[src/hdl/fsrb_pkg.sv]
package fsrb_pkg;
  // ===================================================================
  // bus widths
  localparam int ADDR_W = 16;
  localparam int DATA_W = 8;

  // ===================================================================
  // register offsets
  localparam logic [15:0] OFS_SW_HIGH    = 16'h054E;
  localparam logic [15:0] OFS_SW_LOW     = 16'h054F;
  localparam logic [15:0] OFS_CMP_MISC   = 16'h0550;
  localparam logic [15:0] OFS_SUP_FIRST  = 16'h0552;
  localparam logic [15:0] OFS_SUP_SECOND = 16'h0553;
  localparam logic [15:0] OFS_SUP_THIRD  = 16'h0554;
  localparam logic [15:0] OFS_IRQ_STATUS = 16'h0560;
  localparam logic [15:0] OFS_IRQ_MASK   = 16'h0561;
  localparam logic [15:0] OFS_FAULT_CLR  = 16'h0562;

  // ===================================================================
  // select indices, also irq and clear bit positions per register
  localparam int SEL_SW_HIGH    = 0;
  localparam int SEL_SW_LOW     = 1;
  localparam int SEL_CMP_MISC   = 2;
  localparam int SEL_SUP_FIRST  = 3;
  localparam int SEL_SUP_SECOND = 4;
  localparam int SEL_SUP_THIRD  = 5;
  localparam int SEL_IRQ_STATUS = 6;
  localparam int SEL_IRQ_MASK   = 7;
  localparam int SEL_FAULT_CLR  = 8;
  localparam int NUM_REGS       = 6;
  localparam int NUM_SEL        = 9;

  // ===================================================================
  // field positions
  localparam int FILTER_FAIL_BIT  = 0;
  localparam int CMP_ABORT_BIT    = 1;
  localparam int COMM_GND_BIT     = 7;
  localparam int DIG_GND_BIT      = 6;
  localparam int REF_LOW_BIT      = 5;
  localparam int COMM_UNDER_BIT   = 4;
  localparam int COMM_OVER_BIT    = 3;
  localparam int DIG_OVER_BIT     = 2;
  localparam int AN_WOBBLE_BIT    = 1;
  localparam int AN_OVER_BIT      = 0;
  localparam int SELFTEST_BIT     = 6;
  localparam int HREF_WOBBLE_BIT  = 4;
  localparam int PUMP_UNDER_BIT   = 3;
  localparam int THERM_WOBBLE_BIT = 2;
  localparam int THERM_UNDER_BIT  = 1;
  localparam int THERM_OVER_BIT   = 0;
  localparam int AN_RESET_BIT     = 0;

  // ===================================================================
  // reset and reserved-bit values
  localparam logic [7:0] REG_RESET       = 8'h00;
  localparam logic [7:0] CMP_MISC_MASK   = 8'h03;
  localparam logic [7:0] SUP_SECOND_MASK = 8'h5F;
  localparam logic [7:0] SUP_THIRD_MASK  = 8'h01;

  // ===================================================================
  // carriers
  typedef struct packed {
    logic [ADDR_W-1:0] addr;
    logic [DATA_W-1:0] wrData;
    logic              wr;
    logic              rd;
  } fsrb_bus_t;

  typedef struct packed {
    logic        cbDone;
    logic [15:0] cbFail;
    logic        lpfDone;
    logic        lpfFail;
    logic        cmpDone;
    logic        cmpAborted;
  } fsrb_diag_t;

  typedef struct packed {
    logic commGroundOpen;
    logic digitalGroundOpen;
    logic referenceLowOpen;
    logic commSupplyUnder;
    logic commSupplyOver;
    logic digitalSupplyOver;
    logic analogSupplyWobble;
    logic analogSupplyOver;
    logic supplySelftestFail;
    logic highReferenceWobble;
    logic negativePumpUnder;
    logic thermistorReferenceWobble;
    logic thermistorReferenceUnder;
    logic thermistorReferenceOver;
    logic analogUnderDigitalReset;
  } fsrb_supply_t;
endpackage

[src/hdl/fsrb_sync.sv]
`timescale 1ns/1ns
module fsrb_sync
  import fsrb_pkg::*;
#(
  parameter int WIDTH = 1
) (
  // clock and reset
  input  logic             clk,
  input  logic             rst_n,
  input  logic             ce,
  // levels
  input  logic [WIDTH-1:0] raw,
  output logic [WIDTH-1:0] filt
);
  // ===================================================================
  // three stages; the first is read only by the second
  typedef struct packed {
    logic [WIDTH-1:0] meta;
    logic [WIDTH-1:0] mid;
    logic [WIDTH-1:0] late;
    logic [WIDTH-1:0] filt;
  } fsrb_sync_t;

  fsrb_sync_t st;
  fsrb_sync_t next_st;

  always_comb begin
    next_st      = st;
    next_st.meta = raw;
    next_st.mid  = st.meta;
    next_st.late = st.mid;
    // a glitch shorter than two samples never reaches the output
    next_st.filt = (st.mid & st.late) | (st.filt & (st.mid | st.late));
  end

  always_ff @(posedge clk or negedge rst_n) begin
    if (!rst_n) begin
      st <= '0;
    end else if (ce) begin
      st <= next_st;
    end
  end

  assign filt = st.filt;
endmodule

[src/hdl/fsrb_sticky.sv]
`timescale 1ns/1ns
module fsrb_sticky
  import fsrb_pkg::*;
#(
  parameter int WIDTH = 1
) (
  // clock and reset
  input  logic             clk,
  input  logic             rst_n,
  input  logic             ce,
  // set and clear
  input  logic [WIDTH-1:0] set,
  input  logic [WIDTH-1:0] clr,
  // flags
  output logic [WIDTH-1:0] q,
  output logic [WIDTH-1:0] rise
);
  // ===================================================================
  // state
  typedef struct packed {
    logic [WIDTH-1:0] flags;
  } fsrb_sticky_t;

  fsrb_sticky_t st;
  fsrb_sticky_t next_st;

  always_comb begin
    next_st = st;
    // set is or-ed in after the clear so an event is never lost
    next_st.flags = (st.flags & ~clr) | set;
  end

  always_ff @(posedge clk or negedge rst_n) begin
    if (!rst_n) begin
      st <= '0;
    end else if (ce) begin
      st <= next_st;
    end
  end

  assign q    = st.flags;
  assign rise = ce ? (set & ~st.flags) : '0;
endmodule

[src/hdl/fsrb_fault_bank.sv]
// Operation
// switches nine to sixteen results in high register, switch sixteen bit 7
// switches one to eight results in low register, switch one bit 0
// abort bit set on aborted comparison, cleared on completed one
// filter check result in bit 0 of comparison register
// comm supply under bit 4, over bit 3, digital over bit 2
// analog supply wobble sets bit 1 of first supply register
// host ignores and clears spurious wobble after wake from sleep
// analog supply overvoltage sets bit 0 of first supply register
// supply self-test failure sets bit 6 of second register
// high reference wobble sets bit 4 of second register
// negative pump undervoltage sets bit 3 of second register
// thermistor reference wobble sets bit 2 of second register
// thermistor reference undervoltage sets bit 1 of second register
// ground and reference-low open flags in bits 7, 6, 5
// thermistor over bit 0 second, reset cause bit 0 third
// fault registers read-only, reset zero, reserved bits read zero
//
// The address-and-strobe port was decided locally.
`timescale 1ns/1ns
module fsrb_fault_bank
  import fsrb_pkg::*;
(
  // clock and reset
  input  logic              clk,
  input  logic              rst_n,
  input  logic              ce,
  // register port
  input  fsrb_bus_t         bus,
  output logic [DATA_W-1:0] rdData,
  // diagnostic results
  input  fsrb_diag_t        diag,
  // supervisor levels
  input  fsrb_supply_t      rawSupply,
  // interrupt
  output logic              irq
);
  // ===================================================================
  // address decode
  function automatic logic [NUM_SEL-1:0] decodeAddr(
    input logic [ADDR_W-1:0] a
  );
    logic [NUM_SEL-1:0] s;
    s = '0;
    case (a)
      OFS_SW_HIGH:    s[SEL_SW_HIGH]    = 1'b1;
      OFS_SW_LOW:     s[SEL_SW_LOW]     = 1'b1;
      OFS_CMP_MISC:   s[SEL_CMP_MISC]   = 1'b1;
      OFS_SUP_FIRST:  s[SEL_SUP_FIRST]  = 1'b1;
      OFS_SUP_SECOND: s[SEL_SUP_SECOND] = 1'b1;
      OFS_SUP_THIRD:  s[SEL_SUP_THIRD]  = 1'b1;
      OFS_IRQ_STATUS: s[SEL_IRQ_STATUS] = 1'b1;
      OFS_IRQ_MASK:   s[SEL_IRQ_MASK]   = 1'b1;
      OFS_FAULT_CLR:  s[SEL_FAULT_CLR]  = 1'b1;
      default:        s = '0;
    endcase
    return s;
  endfunction

  logic [NUM_SEL-1:0]  wrSel;
  logic [NUM_SEL-1:0]  rdSel;
  logic [NUM_REGS-1:0] clrCmd;

  assign wrSel  = bus.wr ? decodeAddr(bus.addr) : '0;
  assign rdSel  = bus.rd ? decodeAddr(bus.addr) : '0;
  assign clrCmd = wrSel[SEL_FAULT_CLR] ? bus.wrData[NUM_REGS-1:0] : '0;

  // ===================================================================
  // state
  typedef struct packed {
    logic [7:0]          swHigh;
    logic [7:0]          swLow;
    logic                abortFlag;
    logic                filterFail;
    logic [NUM_REGS-1:0] irqMask;
    logic [DATA_W-1:0]   rdData;
  } fsrb_bank_t;

  fsrb_bank_t st;
  fsrb_bank_t next_st;

  // ===================================================================
  // supervisor capture
  fsrb_supply_t  supFilt;
  fsrb_supply_t  supLatch;
  logic [14:0]   supClr;
  logic [14:0]   supRise;
  logic [7:0]    supFirst;
  logic [7:0]    supSecond;
  logic [7:0]    supThird;

  // analog comparators sit outside this clock domain
  fsrb_sync #(
    .WIDTH ($bits(fsrb_supply_t))
  ) u_sync (
    .clk   (clk),
    .rst_n (rst_n),
    .ce    (ce),
    .raw   (rawSupply),
    .filt  (supFilt)
  );

  // faults stay latched until software clears them
  assign supClr = {{8{clrCmd[SEL_SUP_FIRST]}},
                   {6{clrCmd[SEL_SUP_SECOND]}},
                   clrCmd[SEL_SUP_THIRD]};

  fsrb_sticky #(
    .WIDTH ($bits(fsrb_supply_t))
  ) u_latch (
    .clk   (clk),
    .rst_n (rst_n),
    .ce    (ce),
    .set   (supFilt),
    .clr   (supClr),
    .q     (supLatch),
    .rise  (supRise)
  );

  always_comb begin
    supFirst  = REG_RESET;
    supSecond = REG_RESET;
    supThird  = REG_RESET;
    supFirst[COMM_GND_BIT]       = supLatch.commGroundOpen;
    supFirst[DIG_GND_BIT]        = supLatch.digitalGroundOpen;
    supFirst[REF_LOW_BIT]        = supLatch.referenceLowOpen;
    supFirst[COMM_UNDER_BIT]     = supLatch.commSupplyUnder;
    supFirst[COMM_OVER_BIT]      = supLatch.commSupplyOver;
    supFirst[DIG_OVER_BIT]       = supLatch.digitalSupplyOver;
    supFirst[AN_WOBBLE_BIT]      = supLatch.analogSupplyWobble;
    supFirst[AN_OVER_BIT]        = supLatch.analogSupplyOver;
    supSecond[SELFTEST_BIT]      = supLatch.supplySelftestFail;
    supSecond[HREF_WOBBLE_BIT]   = supLatch.highReferenceWobble;
    supSecond[PUMP_UNDER_BIT]    = supLatch.negativePumpUnder;
    supSecond[THERM_WOBBLE_BIT]  =
      supLatch.thermistorReferenceWobble;
    supSecond[THERM_UNDER_BIT]   =
      supLatch.thermistorReferenceUnder;
    supSecond[THERM_OVER_BIT]    =
      supLatch.thermistorReferenceOver;
    supThird[AN_RESET_BIT]       =
      supLatch.analogUnderDigitalReset;
  end

  // ===================================================================
  // interrupt events and status
  logic [NUM_REGS-1:0] evt;
  logic [NUM_REGS-1:0] irqClr;
  logic [NUM_REGS-1:0] irqStatus;
  logic [NUM_REGS-1:0] irqRise;

  always_comb begin
    evt = '0;
    evt[SEL_SW_HIGH]    = ce & diag.cbDone &
                          (|(diag.cbFail[15:8] & ~st.swHigh));
    evt[SEL_SW_LOW]     = ce & diag.cbDone &
                          (|(diag.cbFail[7:0] & ~st.swLow));
    evt[SEL_CMP_MISC]   = ce & ((diag.lpfDone & diag.lpfFail &
                                 ~st.filterFail) |
                                (diag.cmpDone & diag.cmpAborted &
                                 ~st.abortFlag));
    evt[SEL_SUP_FIRST]  = |supRise[14:7];
    evt[SEL_SUP_SECOND] = |supRise[6:1];
    evt[SEL_SUP_THIRD]  = supRise[0];
  end

  // write one to clear; an event in the same cycle still wins
  assign irqClr = wrSel[SEL_IRQ_STATUS] ? bus.wrData[NUM_REGS-1:0] : '0;

  fsrb_sticky #(
    .WIDTH (NUM_REGS)
  ) u_irq (
    .clk   (clk),
    .rst_n (rst_n),
    .ce    (ce),
    .set   (evt),
    .clr   (irqClr),
    .q     (irqStatus),
    .rise  ()
  );

  assign irqRise = evt & st.irqMask;
  assign irq     = |(irqStatus & st.irqMask);

  // ===================================================================
  // read mux, unmapped and reserved positions read zero
  logic [DATA_W-1:0] rdValue;

  always_comb begin
    rdValue = REG_RESET;
    case (1'b1)
      rdSel[SEL_SW_HIGH]:    rdValue = st.swHigh;
      rdSel[SEL_SW_LOW]:     rdValue = st.swLow;
      rdSel[SEL_CMP_MISC]:   rdValue = {6'h00, st.abortFlag,
                                        st.filterFail} & CMP_MISC_MASK;
      rdSel[SEL_SUP_FIRST]:  rdValue = supFirst;
      rdSel[SEL_SUP_SECOND]: rdValue = supSecond & SUP_SECOND_MASK;
      rdSel[SEL_SUP_THIRD]:  rdValue = supThird & SUP_THIRD_MASK;
      rdSel[SEL_IRQ_STATUS]: rdValue = {2'h0, irqStatus};
      rdSel[SEL_IRQ_MASK]:   rdValue = {2'h0, st.irqMask};
      default:               rdValue = REG_RESET;
    endcase
  end

  // ===================================================================
  // next state; writes to the fault registers themselves are ignored
  always_comb begin
    next_st = st;
    next_st.rdData = bus.rd ? rdValue : REG_RESET;
    if (wrSel[SEL_IRQ_MASK]) begin
      next_st.irqMask = bus.wrData[NUM_REGS-1:0];
    end
    if (clrCmd[SEL_SW_HIGH]) begin
      next_st.swHigh = REG_RESET;
    end
    if (clrCmd[SEL_SW_LOW]) begin
      next_st.swLow = REG_RESET;
    end
    if (clrCmd[SEL_CMP_MISC]) begin
      next_st.abortFlag  = 1'b0;
      next_st.filterFail = 1'b0;
    end
    // a finishing diagnostic wins over a clear in the same cycle
    if (diag.cbDone) begin
      next_st.swHigh = diag.cbFail[15:8];
      next_st.swLow  = diag.cbFail[7:0];
    end
    if (diag.cmpDone) begin
      next_st.abortFlag = diag.cmpAborted;
    end
    if (diag.lpfDone) begin
      next_st.filterFail = diag.lpfFail;
    end
  end

  always_ff @(posedge clk or negedge rst_n) begin
    if (!rst_n) begin
      st <= '0;
    end else if (ce) begin
      st <= next_st;
    end
  end

  assign rdData = st.rdData;
endmodule

[config.mk]
export PLATFORM = sky130hd
export DESIGN_NAME = fsrb_fault_bank
export DESIGN_NICKNAME = d
export VERILOG_FILES = /design/src/hdl/fsrb_pkg.sv /design/src/hdl/fsrb_sync.sv /design/src/hdl/fsrb_sticky.sv /design/src/hdl/fsrb_fault_bank.sv
export SDC_FILE = /design/constraint.sdc
export NUM_CORES = 1
export LEC_CHECK = 0
export ABC_CLOCK_PERIOD_IN_PS = 1700
export BUFFER_PORTS_ARGS = -buffer_cell sky130_fd_sc_hd__buf_2
export CORE_MARGIN = 10
export CORE_UTILIZATION = 25
export DETAILED_ROUTE_END_ITERATION = 8
export MAX_ROUTING_LAYER = met4
export SYNTH_ARGS = -nofsm -noshare
export SYNTH_HDL_FRONTEND = slang
export SYNTH_SLANG_ARGS = --single-unit
[constraint.sdc]
create_clock -name clk -period 1.7 [get_ports clk]
set_input_delay 0.085 -clock clk [delete_from_list [all_inputs] [get_ports clk]]
set_output_delay 0.085 -clock clk [all_outputs]
set_load 0.02 [all_outputs]
# --- Yosys cells after proc, flatten, opt, wreduce, memory -nomap -nowiden ---
# Index checks and enable logic that the tools add are counted.
op_classes:
  eq_ne: 9
  n_mux: 29
  bitwise_logic: 28
  reduce_logical: 14
op_table:
  columns: ["operator", "count"]
  rows:
  - ["16-bit by 11-bit equality test with 1-bit output (second input constant)", 9]
  - ["8-bit two-way mux", 8]
  - ["15-bit AND", 4]
  - ["15-bit OR", 3]
  - ["6-bit two-way mux", 5]
  - ["15-bit NOT", 2]
  - ["8-bit OR reduction", 3]
  - ["8-bit AND", 2]
  - ["16-bit two-way mux", 1]
  - ["8-bit NOT", 2]
  - ["15-bit two-way mux", 1]
  - ["6-bit AND", 2]
  - ["6-bit OR reduction", 2]
  - ["1-bit two-way mux", 11]
  - ["2-bit AND reduction", 5]
  - ["9-bit two-way mux", 1]
  - ["1-bit AND", 8]
  - ["2-bit nonzero test", 4]
  - ["7-bit two-way mux", 1]
  - ["6-bit NOT", 1]
  - ["6-bit OR", 1]
  - ["2-bit two-way mux", 1]
  - ["1-bit NOT", 2]
  - ["1-bit OR", 1]
totals:
  reg_bits: 113
  inputBits: 65
  output_inout_bits: 9
  word_cells: 92

# --- Logic depth before layout (Yosys ltp) ---
depth:
  word_depth: 12
  ltp_mapped: 7
  ltp_nobuf: 5

# --- Modules after synthesis ---
# A second synthesis with hierarchy kept.
hier_totals:
  cells_unflattened: 561
  hier_area_um2: 5885.6
by_module_without_submodules:
  columns: ["mod", "instances", "cells_per_inst", "area_each_um2", "seq_area_each_um2"]
  rows:
  - ["fsrb_sync", 1, 205, 2700.1, 1501.4]
  - ["fsrb_fault_bank", 1, 244, 2160.8, 800.8]
  - ["fsrb_sticky at u_latch", 1, 80, 732.0, 375.4]
  - ["fsrb_sticky at u_irq", 1, 32, 292.8, 150.1]

# --- Worst setup path before layout ---
# OpenSTA, ideal clock, no wires.
synth_timing:
  path_type: "input port to flip-flop"
  start: "input port bus[23] in the netlist's numbering"
  end: "register st[10] in the netlist's numbering"
  setup_time_ns: 0.128
  t_arrival_ns: 1.778
  t_required_ns: 1.572
  path_slack_ns: -0.205
  cell_stages: 5
  n_path_buf: 1
  path_cell_list: "or4_4 > buf_6 > or4_1 > nor2_2 > mux2_1"
synth_via:
  elab_chain_cells: 4
synth_rtl:
  columns: ["element", "line", "source"]
  rows:
  - ["from (decl)", "fsrb_fault_bank.sv:29", "input fsrb_bus_t bus,"]
  - ["16-bit by 11-bit equality test with 1-bit output", "fsrb_fault_bank.sv:45", "case (a)"]
  - ["1-bit two-way mux", "fsrb_fault_bank.sv:45", null]
  - ["9-bit two-way mux", "fsrb_fault_bank.sv:64", "assign wrSel = bus.wr ? decodeAddr(bus.addr) : '0;"]
  - ["2-bit AND reduction (no line)", null, null]
  - ["to (signal assigned)", "fsrb_fault_bank.sv:240", "st <= next_st;"]
  - ["to (decl)", "fsrb_fault_bank.sv:79", "fsrb_bank_t st;"]
# No other way between the ends.
# A chain may end at the register's enable or synchronous reset.

# --- Final worst setup path ---
layout_timing:
  start: "input port bus[23] in the netlist's numbering"
  end: "register st[28] in the netlist's numbering"
layout_via:
  elab_chain_cells: 6
layout_rtl:
  columns: ["element", "line", "source"]
  rows:
  - ["16-bit by 11-bit equality test with 1-bit output", "fsrb_fault_bank.sv:45", null]
  - ["1-bit two-way mux", "fsrb_fault_bank.sv:45", null]
  - ["9-bit two-way mux", "fsrb_fault_bank.sv:64", null]
  - ["6-bit two-way mux", "fsrb_fault_bank.sv:66", "assign clrCmd = wrSel[SEL_FAULT_CLR] ? bus.wrData[NUM_REGS-1:0] : '0;"]
  - ["2-bit nonzero test (no line)", null, null]
  - ["2-bit AND reduction (no line)", null, null]
# No other way between the ends.

==> flow_summary.ini <==
[synthesis]
async_flop_share = 1.000
synth_nets = 557
synth_area_per_cell_sq_um = 10.75
ys_seq_area_frac = 0.5345
yosys-top-cells-count = dfrtp_1, o21ai_0, inv_1
yosysMostFrequentCell = dfrtp_1
yosysWarnings = 0
yosys-top-cells-area = dfrtp_1, mux2_2, a22o_1
synth_area_sq_mm = 0.005290
synth_edf_count = 0
synth_flop_cell = dfrtp_1
ys_ff_latch = 113
yosys.cell_types.count = 52
yosys.area.top_type = dfrtp_1
syn-instance-count = 492
synth_top_area_frac = 0.5345

[floorplanning]
core-area_sq_mm = 0.02089
die-area_sq_mm = 0.02738
start_util = 0.2532
die_width_um = 165.5
fp-row-count = 53
ios = 74
fp.dieH_um = 165.5

[critical_path]
cpLargestDelayFamily = simple AND/OR/NAND/NOR gates
setup.worst_path.end = st[28]$_DFFE_PN0P_
critPathLaunchType = input port
r2r_slack_ns = 0.25
r2r_start = st[15]$_DFFE_PN0P_
cp_num_buf_inv = 2
end_kind = flop
crit_path_max_incr_delay_ns = 0.56
worstSetupStartpoint = bus[23]
worst_ep_arrival_time_ns = 1.93
r2r_end = rdData[1]$_DFFE_PN0P_
crit_fanout = 9
worstSetupPathType = in2reg
cp_num_cells = 7
cp_cell_sequence = buf_2 > or4_4 > or3_1 > buf_4 > nor3_2 > a21oi_1 > a22o_1
worstPathRequired_ns = 2.00
cp_slowest_cell = or4_4
rr_worst_depth = 4

[cts]
path_clk_slew_ns = 0.06
clockBufferDepth = 2
htreeDepth = 4
root_buffer = clkbuf_16
cts_setup_buffers = 0
cts_buffers = 17
cts_tree = yes
cts_num_sinks = 113
clock_latency_ns = 0.42

[final_layout]
final_net_count = 695
areaGrowthSynthToFinish_pct = 35.36
fin_util = 0.3428
fin_cells = 918
fin_area_sq_mm = 0.007161
antennaDiodeCount = 0
layout-drive-gt1-share = 0.2753

[sta]
hold_violations = 0
period_needed_ns = 1.633
drv_slew = 0
min_period_over_period = 0.9604
slew_headroom = 0.5544
final.setup.tns_ns = 0
setup_viol = 0
rsz0062_at_grt = yes
finClkSkew_ns = 0.008796
worst_slew_pin_slew_ns = 0.6683
max_clock_freq_mhz = 612.5

[flow_run]
max-cap-violations = 0

[drt]
drt_pass1_iterations = 5
ant_nets = 0
routedWlPerCell_um = 15.97
drc = 0
routed_via_density = 4.700
drt_iter0_drc = 250
num_vias = 4315
wirelength_um = 14660

[global_routing]
grt_pass1_vias = 4386
antenna_found_initial = 0
overflow = 0
grt_usage = 0.1133
grt_pass1_wl_um = 23870
grt_max_degree = 96

[power]
power.density_mw_per_mm2 = 1105
vdd_drop_max_mv = 0.6280
p_leak_nw = 3.261

[placed_design]
dp_cells = 842
placed_area_sq_mm = 0.006122
gp_congestion = 0.8498
dp_hpwl_um = 10340
portBuffers = 71

[status]
status = complete, no violations

[worst_hold_path]
hold_depth = 4
hold_path_class = in2reg
-- placed cells by master (no fill, tap or decap), types with 4 or more instances in the layout --
master | Yosys | routed
a21o_1 | 4 | 4
a21oi_1 | 20 | 20
a221oi_1 | 4 | 4
a22o_1 | 35 | 35
a22oi_1 | 8 | 8
and2_1 | 5 | 5
buf_2 | 0 | 69
buf_4 | 8 | 32
clkbuf_16 | 0 | 17
dfrtp_1 | 113 | 113
dlygate4sd3_1 | 0 | 44
inv_1 | 44 | 44
inv_6 | 0 | 5
mux2_1 | 6 | 6
mux2_2 | 30 | 30
mux2i_1 | 8 | 8
nand2_1 | 37 | 35
nand2b_1 | 5 | 5
nand3_1 | 6 | 6
nor2b_1 | 6 | 6
nor3_1 | 7 | 7
nor4_1 | 6 | 6
o21ai_0 | 55 | 55
o21ai_1 | 4 | 4
o22ai_1 | 11 | 11
o2bb2ai_1 | 9 | 9
-- cell type report --
cell class | count | area [sq um]
fillers | 2109 | 13730
flip-flops and latches | 113 | 2828
multi-input cells | 306 | 2156
repair buffers | 147 | 1066
clock buffers | 17 | 425.4
well taps | 275 | 344.1
clock inverters | 15 | 172.7
inverters | 45 | 168.9
-- worst min path at each step --
stage               start               endpoint  slack, ns
floorplan           rst_n  rdData[0]$_DFFE_PN0P_      -0.21
global placement    rst_n     st[14]$_DFFE_PN0P_       0.07
detailed placement  rst_n     st[14]$_DFFE_PN0P_       0.08
CTS                    ce  rdData[0]$_DFFE_PN0P_       0.13
global route           ce  rdData[0]$_DFFE_PN0P_       0.17
finish                 ce  rdData[0]$_DFFE_PN0P_       0.15
-- report_power, final --
group	leakage, nW	switching [W]	internal, W
clock network	0.289	0.00141	0.00220
registers	1.31	0.000318	0.00305
logic	1.66	0.000462	0.000471
total	3.26	0.00219	0.00572
-- layer usage --
metal | GRT usage | vias to the layer above | part of all wire
met3 | 0.03148 | 10 | 0.076
li1 | - | 2074 | -
met5 | - | - | 0
met1 | 0.1583 | 2098 | 0.49
met4 | 0.03152 | 0 | 0.0065
met2 | 0.1563 | 133 | 0.43
-- sequential cells by signal, indices dropped and copies added, names as in the netlist --
signal and cells:
u_latch.q 15, u_sync.filt 15, rdData 8, st 24, u_sync.st 15, u_sync.next_st 30
u_irq.q 6
-- logic make-up (layout without fill, tap and decap cells) --
family                 after synthesis  after routing  share of synthesized area
buffers and inverters               73            224                    0.06031
AND/OR/NAND/NOR                    101            101                     0.1116
multiplexers                        44             44                    0.09177
AO/OA/AOI/OAI                      161            161                     0.2018
flip-flops                         113            113                     0.5345
-- worst reg2reg max path, delay by kind of cell (launching register included) --
family / cells / cell delay (ns)
AO/OA/AOI/OAI: 3 / 0.38
flip-flops: 1 / 0.41
AND/OR/NAND/NOR: 1 / 0.54
-- metrics by stage --
stage,setup slack [ns],hold slack (ns),total power [W]
after floorplan,-0.1827,-0.2106,0.003848
after global placement,-0.3574,0.07458,0.004206
after detailed placement,-0.3426,0.07577,0.004263
after CTS,0.08954,0.1284,0.007972
after global routing,-0.0007219,0.1664,0.008313
final,0.06736,0.1490,0.007912
-- what timing repair did --
action	4_1_cts	5_1_grt
endpoints found under the hold margin	74	0
hold buffers	44	0
endpoints found under the setup margin	0	2
resized for setup	0	0
Power figures use the tool's default switching activity.
